<file path="config.mk">
export PLATFORM = sky130hd
export DESIGN_NAME = ldsr_regs
export DESIGN_NICKNAME = d
export VERILOG_FILES = /design/src/design/ldsr_pkg.sv /design/src/design/ldsr_regs.sv /design/src/design/ldsr_reset_merge.sv
export SDC_FILE = /design/constraint.sdc
export NUM_CORES = 1
export LEC_CHECK = 0
export BUFFER_PORTS_ARGS = -buffer_cell sky130_fd_sc_hd__buf_2
export CORE_ASPECT_RATIO = 0.9
export CORE_MARGIN = 1
export CORE_UTILIZATION = 48
export CTS_CLUSTER_SIZE = 24
export DETAILED_ROUTE_END_ITERATION = 8
export PLACE_DENSITY_LB_ADDON = 0.15
export SYNTH_ARGS = -nofsm -noshare
export SYNTH_HDL_FRONTEND = slang
export SYNTH_SLANG_ARGS = --single-unit
</file>
<file path="constraint.sdc">
create_clock -name clk -period 3.6 [get_ports clk]
set_clock_uncertainty 0.1 [all_clocks]
set_input_delay 0.54 -clock clk [delete_from_list [all_inputs] [get_ports clk]]
set_output_delay 0.54 -clock clk [all_outputs]
set_load 0.05 [all_outputs]
</file>
<file path="src/design/ldsr_pkg.sv">
// constants for the link diagnostic and subsystem alias register bank
package ldsr_pkg;
  localparam logic [7:0]  OFS_DIAG       = 8'hC8;
  localparam logic [7:0]  OFS_SUBSYS     = 8'hD0;
  localparam logic [7:0]  OFS_SSVID      = 8'h84;
  localparam logic [7:0]  OFS_BAR0       = 8'h10;
  localparam logic [31:0] DIAG_RESET     = 32'h3214_6000;
  localparam logic [31:0] SUBSYS_RESET   = 32'h0000_0000;
  localparam logic [31:0] BAR_RESET      = 32'h0000_0000;
  localparam logic [7:0]  FTS_SEP_RESET  = 8'h32;
  localparam logic [7:0]  FTS_SHR_RESET  = 8'h14;
  localparam logic [2:0]  PHY_REVISION_FIELD_VALUE  = 3'h3;
  localparam logic [4:0]  LINK_NUM_RESET = 5'h00;
  localparam int          FTS_SEP_LSB    = 24;
  localparam int          FTS_SHR_LSB    = 16;
  localparam int          PHY_LSB        = 13;
  localparam int          LINK_LSB       = 8;
  localparam int          BWE_BIT        = 5;
  localparam int          BAR_LSB        = 12;
endpackage

</file>
<file path="src/design/ldsr_regs.sv">
// link diagnostic control register and subsystem identity alias register
`timescale 1ns/1ns
module ldsr_regs (
  input  wire logic        clk,
  input  wire logic        rst_n,
  input  wire logic        fundResetN,
  input  wire logic        globalResetN,
  input  wire logic        cfgWrite,
  input  wire logic        cfgRead,
  input  wire logic [7:0]  cfgAddr,
  input  wire logic [3:0]  cfgByteEn,
  input  wire logic [31:0] cfgWrData,
  output logic [31:0]      cfgRdData,
  output logic             cfgRdValid,
  input  wire logic        sharedClockConfigBit,
  input  wire logic        l0sExitReq,
  output logic [7:0]       ftsCount,
  output logic             ftsStart,
  output logic [4:0]       linkNumber,
  output logic             baseWindowWriteEnable,
  output logic [31:0]      barValue
);
  logic        mergedRstN;
  logic [7:0]  ftsSep;
  logic [7:0]  ftsShr;
  logic [4:0]  linkNum;
  logic        bwe;
  logic [4:0]  rsvdLow;
  logic [31:0] subsys;
  logic [19:0] barHigh;
  logic [7:0]  next_ftsSep;
  logic [7:0]  next_ftsShr;
  logic [4:0]  next_linkNum;
  logic        next_bwe;
  logic [4:0]  next_rsvdLow;
  logic [31:0] next_subsys;
  logic [19:0] next_barHigh;
  logic [31:0] diagView;
  logic [31:0] rdMux;
  logic [7:0]  ftsSel;
  logic        ccSync1;
  logic        ccSync2;
  logic        reqSync1;
  logic        reqSync2;
  logic        reqPrev;

  // byte-enable merge of one word
  function automatic logic [31:0] mergeBytes(input logic [31:0] oldV, input logic [31:0] newV,
                                             input logic [3:0] be);
    logic [31:0] r;
    r = oldV;
    for (int i = 0; i < 4; i++) begin
      if (be[i]) begin
        r[i*8 +: 8] = newV[i*8 +: 8];
      end
    end
    return r;
  endfunction

  function automatic logic hit(input logic [7:0] a, input logic [7:0] ofs);
    return a[7:2] == ofs[7:2];
  endfunction

  ldsr_reset_merge u_reset (
    .clk          (clk),
    .rst_n        (rst_n),
    .fundResetN   (fundResetN),
    .globalResetN (globalResetN),
    .mergedRstN   (mergedRstN)
  );

  // register view; reserved 7:6 forced to zero
  assign diagView = {ftsSep, ftsShr, ldsr_pkg::PHY_REVISION_FIELD_VALUE, linkNum, 2'b00, bwe, rsvdLow};

  // next-state of the writable fields
  always_comb begin
    logic [31:0] w;
    w            = 32'h0000_0000;
    next_ftsSep  = ftsSep;
    next_ftsShr  = ftsShr;
    next_linkNum = linkNum;
    next_bwe     = bwe;
    next_rsvdLow = rsvdLow;
    next_subsys  = subsys;
    next_barHigh = barHigh;
    if (cfgWrite && hit(cfgAddr, ldsr_pkg::OFS_DIAG)) begin
      w            = mergeBytes(diagView, cfgWrData, cfgByteEn);
      next_ftsSep  = w[31:24];
      next_ftsShr  = w[23:16];
      next_linkNum = w[12:8];
      next_bwe     = w[ldsr_pkg::BWE_BIT];
      next_rsvdLow = w[4:0]; // loader is expected to keep zero here
    end
    if (cfgWrite && hit(cfgAddr, ldsr_pkg::OFS_SUBSYS)) begin
      next_subsys = mergeBytes(subsys, cfgWrData, cfgByteEn);
    end
    if (cfgWrite && hit(cfgAddr, ldsr_pkg::OFS_BAR0) && bwe) begin
      w            = mergeBytes({barHigh, 12'h000}, cfgWrData, cfgByteEn);
      next_barHigh = w[31:12];
    end
  end

  // all marked fields use the merged reset
  always_ff @(posedge clk or negedge mergedRstN) begin
    if (!mergedRstN) begin
      ftsSep  <= ldsr_pkg::FTS_SEP_RESET;
      ftsShr  <= ldsr_pkg::FTS_SHR_RESET;
      linkNum <= ldsr_pkg::LINK_NUM_RESET;
      bwe     <= 1'b0;
      rsvdLow <= 5'h00;
      subsys  <= ldsr_pkg::SUBSYS_RESET;
      barHigh <= ldsr_pkg::BAR_RESET[31:12];
    end else begin
      ftsSep  <= next_ftsSep;
      ftsShr  <= next_ftsShr;
      linkNum <= next_linkNum;
      bwe     <= next_bwe;
      rsvdLow <= next_rsvdLow;
      subsys  <= next_subsys;
      barHigh <= next_barHigh; // held unless enabled
    end
  end

  // read decode; 84h/86h alias the same word
  always_comb begin
    rdMux = 32'h0000_0000;
    if (hit(cfgAddr, ldsr_pkg::OFS_DIAG)) begin
      rdMux = diagView;
    end else if (hit(cfgAddr, ldsr_pkg::OFS_SUBSYS) || hit(cfgAddr, ldsr_pkg::OFS_SSVID)) begin
      rdMux = subsys;
    end else if (hit(cfgAddr, ldsr_pkg::OFS_BAR0)) begin
      rdMux = {barHigh, 12'h000};
    end
  end

  // shared clock bit and exit request come from the link logic, so synchronise
  assign ftsSel = ccSync2 ? ftsShr : ftsSep;

  always_ff @(posedge clk or negedge mergedRstN) begin
    if (!mergedRstN) begin
      cfgRdData  <= 32'h0000_0000;
      cfgRdValid <= 1'b0;
      ccSync1    <= 1'b0;
      ccSync2    <= 1'b0;
      reqSync1   <= 1'b0;
      reqSync2   <= 1'b0;
      reqPrev    <= 1'b0;
      ftsCount   <= ldsr_pkg::FTS_SEP_RESET;
      ftsStart   <= 1'b0;
    end else begin
      cfgRdData  <= cfgRead ? rdMux : cfgRdData;
      cfgRdValid <= cfgRead;
      ccSync1    <= sharedClockConfigBit;
      ccSync2    <= ccSync1;
      reqSync1   <= l0sExitReq;
      reqSync2   <= reqSync1;
      reqPrev    <= reqSync2;
      ftsCount   <= (reqSync2 && !reqPrev) ? ftsSel : ftsCount;
      ftsStart   <= reqSync2 && !reqPrev;
    end
  end

  assign linkNumber            = linkNum;
  assign baseWindowWriteEnable = bwe;
  assign barValue              = {barHigh, 12'h000};

  a_reserved_zero : assert property (@(posedge clk) disable iff (!mergedRstN)
    cfgRdValid && $past(hit(cfgAddr, ldsr_pkg::OFS_DIAG)) |-> cfgRdData[7:6] == 2'b00)
    else $error("reserved bits 7:6 read nonzero");
  a_bar_locked : assert property (@(posedge clk) disable iff (!mergedRstN)
    !bwe |=> $stable(barValue))
    else $error("bar changed while write enable clear");
  a_bar_write : assert property (@(posedge clk) disable iff (!mergedRstN)
    cfgWrite && hit(cfgAddr, ldsr_pkg::OFS_BAR0) && bwe && cfgByteEn == 4'hF
    |=> barValue == {$past(cfgWrData[31:12]), 12'h000})
    else $error("bar write not taken");
  a_fts_shared : assert property (@(posedge clk) disable iff (!mergedRstN)
    ftsStart && $past(ccSync2) |-> ftsCount == $past(ftsShr))
    else $error("shared clock fts count wrong");
  a_fts_separate : assert property (@(posedge clk) disable iff (!mergedRstN)
    ftsStart && !$past(ccSync2) |-> ftsCount == $past(ftsSep))
    else $error("separate clock fts count wrong");
  a_phy_readonly : assert property (@(posedge clk) disable iff (!mergedRstN)
    cfgRdValid && $past(hit(cfgAddr, ldsr_pkg::OFS_DIAG)) |-> cfgRdData[15:13] == ldsr_pkg::PHY_REVISION_FIELD_VALUE)
    else $error("phy revision not fixed");
  a_alias_id : assert property (@(posedge clk) disable iff (!mergedRstN)
    cfgWrite && hit(cfgAddr, ldsr_pkg::OFS_SUBSYS) && cfgByteEn[3:2] == 2'b11 ##1 cfgRead
    && hit(cfgAddr, ldsr_pkg::OFS_SSVID) |=> cfgRdData[31:16] == $past(cfgWrData[31:16], 2))
    else $error("subsystem id alias mismatch");
  a_alias_vendor : assert property (@(posedge clk) disable iff (!mergedRstN)
    cfgWrite && hit(cfgAddr, ldsr_pkg::OFS_SUBSYS) && cfgByteEn[1:0] == 2'b11 ##1 cfgRead
    && hit(cfgAddr, ldsr_pkg::OFS_SSVID) |=> cfgRdData[15:0] == $past(cfgWrData[15:0], 2))
    else $error("subsystem vendor alias mismatch");
  a_bwe_bit : assert property (@(posedge clk) disable iff (!mergedRstN)
    cfgWrite && hit(cfgAddr, ldsr_pkg::OFS_DIAG) && cfgByteEn[0] |=> bwe == $past(cfgWrData[5]))
    else $error("write enable not bit 5");
  a_reset_defaults : assert property (@(posedge clk) $rose(mergedRstN)
    |-> ftsSep == ldsr_pkg::FTS_SEP_RESET && ftsShr == ldsr_pkg::FTS_SHR_RESET && rsvdLow == 5'h00)
    else $error("defaults not restored");

  c_fts_shared : cover property (@(posedge clk) disable iff (!mergedRstN) ftsStart && ccSync2);
  c_fts_separate : cover property (@(posedge clk) disable iff (!mergedRstN) ftsStart && !ccSync2);
  c_bar_write : cover property (@(posedge clk) disable iff (!mergedRstN)
    bwe && cfgWrite && hit(cfgAddr, ldsr_pkg::OFS_BAR0));
  c_alias_read : cover property (@(posedge clk) disable iff (!mergedRstN) cfgRead && hit(cfgAddr, ldsr_pkg::OFS_SSVID));
endmodule

</file>
<file path="src/design/ldsr_reset_merge.sv">
// merges the three reset sources into one synchronised active-low reset
`timescale 1ns/1ns
module ldsr_reset_merge (
  input  wire logic clk,
  input  wire logic rst_n,
  input  wire logic fundResetN,
  input  wire logic globalResetN,
  output logic      mergedRstN
);
  logic anyN;
  logic sync1;
  logic sync2;

  // any source asserts asynchronously, release is synchronised
  assign anyN = rst_n & fundResetN & globalResetN;

  always_ff @(posedge clk or negedge anyN) begin
    if (!anyN) begin
      sync1 <= 1'b0;
      sync2 <= 1'b0;
    end else begin
      sync1 <= 1'b1;
      sync2 <= sync1;
    end
  end

  assign mergedRstN = sync2;
endmodule

</file>
==> results.yml <==
critical_path:
  crit_family: "simple AND/OR/NAND/NOR gates"
  required_ps: 3800
  arrival_ps: 2490
  path_max_fanout: 12
  r2r-start: "baseWindowWriteEnable"
  path_depth: 5
  cp_slowest_cell: "nor3b_4"
  worstPathCellList: "buf_2, nor4b_2, nor3b_4, nand4_2, mux2_2"
  r2r_cells: 2
  slowest_delay_ps: 640
  crit_type: "input port to flip-flop"
  cp_num_buf_inv: 1
  endpoint_kind: "flip-flop"
  r2r-end: "barHigh[7]"
  cp-start-kind: "input port"
  reg2reg_slack_ps: 2140
global_route:
  track_usage_pct: 22.4
  grt_max_degree: 74
  antenna_found_initial: 1
  grt_pass1_vias: 3580
  grt_pass1_wl_um: 19300
  overflow: 0
clocking:
  cts_tree: "yes"
  worstSkewPairLatency_ps: 410
  clk_pin_slew_worst_paths_ps: 60
  htree_levels: 4
  ctsRootBufferMaster: "clkbuf_16"
  clockBufferDepth: 2
  cts_buffers: 17
  clock_sinks: 128
  cts_setup_buffers: 0
synthesis:
  synth-edff-count: 0
  async_reset_ff_share_pct: 100
  synth_top_area_share_pct: 55.7
  yosysSeqAreaShare_pct: 59.6
  ys_ff_latch: 128
  ys_top_cells_by_area: "dfrtp_1 56%, mux2_2 16%, dfstp_2 3.9%"
  synth_cell_types: 34
  syn_avg_cell_area_sq_um: 13.2
  ys_warn_count: 0
  synth.largest_area_cell: "dfrtp_1"
  netlist_instances: 409
  synth_area_sq_um: 5390
  synth_flop_cell: "dfrtp_1"
pwr:
  cellPowerDensity_nw_per_um2: 560
  pwr-share-seq_pct: 43.2
  ir_drop_mv: 0.232
  combPwrFrac_pct: 11.1
  p_int_mw: 2.77
  power.clock.fraction_pct: 45.7
  swShare_pct: 26.1
  leakagePower_nw: 3.36
  finalPower_mw: 3.75
  netSwitchingPower_uw: 979
sta:
  max_freq_mhz: 436
  finalCriticalPeriod_ps: 2290
  rsz0062_at_grt: "no"
  setup_viol: 0
  worst_slew_pin_slew_ps: 942
  finalHoldViolations: 0
  drv_slew: 0
  slew_headroom_pct: 37.2
  finalCritPeriodShare_pct: 63.7
  fin_tns_setup_ps: 0
floorplanning:
  core_sq_um: 10900
  fp.dieH_um: 103
  initial_utilization_pct: 49.6
  dieArea_sq_um: 11700
  die-width_um: 114
  num_rows: 36
  num_io_pins: 132
final_layout:
  syn2layout_area_growth_pct: 24.3
  drive_gt1_share_pct: 47.7
  fillers: 872
  fin_nets: 584
detailed_routing:
  remaining_drc_errors: 0
  wl_per_cell_um: 17.4
  vias: 3684
  wl_um: 12100
  ant_nets: 0
  dr.pass1.iters: 4
  drt_iter0_markers: 189
  viasPerCell: 5.28
place:
  routabilityCongestion: 0.759
  dp_hpwl_um: 7930
  io_buffers: 117
hold_path:
  min_path_cells: 1
  hold_path_class: "input port to flip-flop"
  hold_path_end: "ccSync1"
  hold_path_startpoint: "sharedClockConfigBit"
run_status:
  run_status: "complete, no violations"
flow_run:
  maxCapViolations: 0
==> area by class of cell <==
cell class	instances	area (sq um)	share of cell area, %
diodes	1	2.50	0.0374
multi-input cells	256	2020	30.1
inverters	4	15.0	0.224
clock inverters	11	140	2.09
flip-flops and latches	128	3220	48.0
well taps	152	190	2.84
repair buffers	125	663	9.90
clock buffers	21	450	6.73
==> power groups by stage <==
stage                     sequential (mW)  clock (mW)  combinational (mW)
final                                1.62        1.71               0.417
after global placement               1.64           0               0.411
after floorplan                      1.77           0               0.163
after detailed placement             1.64           0               0.417
after global routing                 1.63        1.80               0.447
after CTS                            1.62        1.73               0.420
==> cell usage after synthesis, drive strengths merged, types with 8 or more instances <==
master,n
o21ai,12
buf,17
nor2,48
a21oi,10
dfstp,8
mux2,79
dfrtp,120
a22oi,11
a211oi,14
a221oi,16
clkbuf,15
mux2i,8
nand2,21
==> layer usage <==
metal | GRT usage (%) | wire length, um | vias up
li1 | - | - | 1706
met1 | 30.8 | 5660 | 1856
met2 | 35.4 | 5700 | 105
met3 | 4.70 | 583 | 17
met4 | 8.70 | 187 | 0
met5 | 0 | 0 | -
==> how the worst max path moves through the flow <==
| stage | start | to | slack [ps] |
|---|---|---|---|
| 2_1_floorplan | u_reset.mergedRstN | barHigh[0] | 1380 |
| 3_3_place_gp | cfgAddr[2] | barHigh[7] | 940 |
| 3_5_place_dp | cfgAddr[2] | barHigh[7] | 860 |
| 4_1_cts | cfgAddr[2] | barHigh[7] | 1280 |
| 5_1_grt | cfgAddr[2] | barHigh[17] | 1210 |
| 6_report | cfgAddr[2] | barHigh[7] | 1310 |
==> repair_timing <==
item | 4_1_cts | 5_1_grt
endpoints found under the setup margin | 0 | 0
gates resized for setup | 0 | 0
hold buffers | 2 | 0
hold endpoints to repair | 2 | 0
==> state kept, by name (all words and copies together), names as in the netlist <==
register,count
u_reset.mergedRstN,1
linkNumber,5
ftsCount,8
barHigh,20
ftsSep,8
cfgRdValid,1
cfgRdData,32
baseWindowWriteEnable,1
reqSync1,1
subsys,32
ccSync2,1
ftsStart,1
reqSync2,1
ftsShr,8
rsvdLow,5
reqPrev,1
u_reset.sync1,1
ccSync1,1
==> worst reg2reg max path: cells and delay by family, from the launching register on <==
family           cells  cell delay [ps]
DFF                  1              500
muxes                1              400
and+or+nand+nor      1              350
==> kinds of logic (layout without fill, tap and decap cells) <==
family,Yosys count,in the layout,share of synthesized area (%)
compound gates,67,67,10.7
other cells,2,14,0.139
flops,128,128,59.6
buf+inv,36,161,3.81
simple gates,89,89,7.76
mux,87,87,18.0
==> metrics by stage <==
stage               setup slack (ps)  util (%)  cells  cell area, sq um  hold slack [ps]
finish                          1310      61.7    698              6700              136
detailed placement               856      56.0    663              6080              238
global placement                 940      56.0    663              6080              233
floorplan                       1380         -    420              5430              231
global route                    1210      61.7    697              6690              122
CTS                             1280      61.7    697              6690              127
==> placed cells by master, fill, tap and decap left out, types with 2 or more instances in the layout <==
cell type,synthesis,final
buf_2,2,117
a21oi_1,10,10
dlygate4sd3_1,0,2
nand2_1,21,21
dfrtp_1,120,119
a22oi_1,11,11
clkinv_2,0,4
inv_1,4,4
mux2i_1,8,8
dfstp_2,8,8
bufinv_16,0,3
nand4_2,2,2
buf_4,12,5
a41oi_2,3,3
nor2_1,48,48
clkbuf_16,0,17
clkbuf_1,15,3
o21ai_0,11,11
mux2_2,78,78
a211oi_1,2,2
nand3_1,6,6
conb_1,2,13
nand2b_1,3,3
a221oi_1,16,16
a211oi_2,12,12
clkinvlp_4,0,4
(Power assumes the default switching activity.)
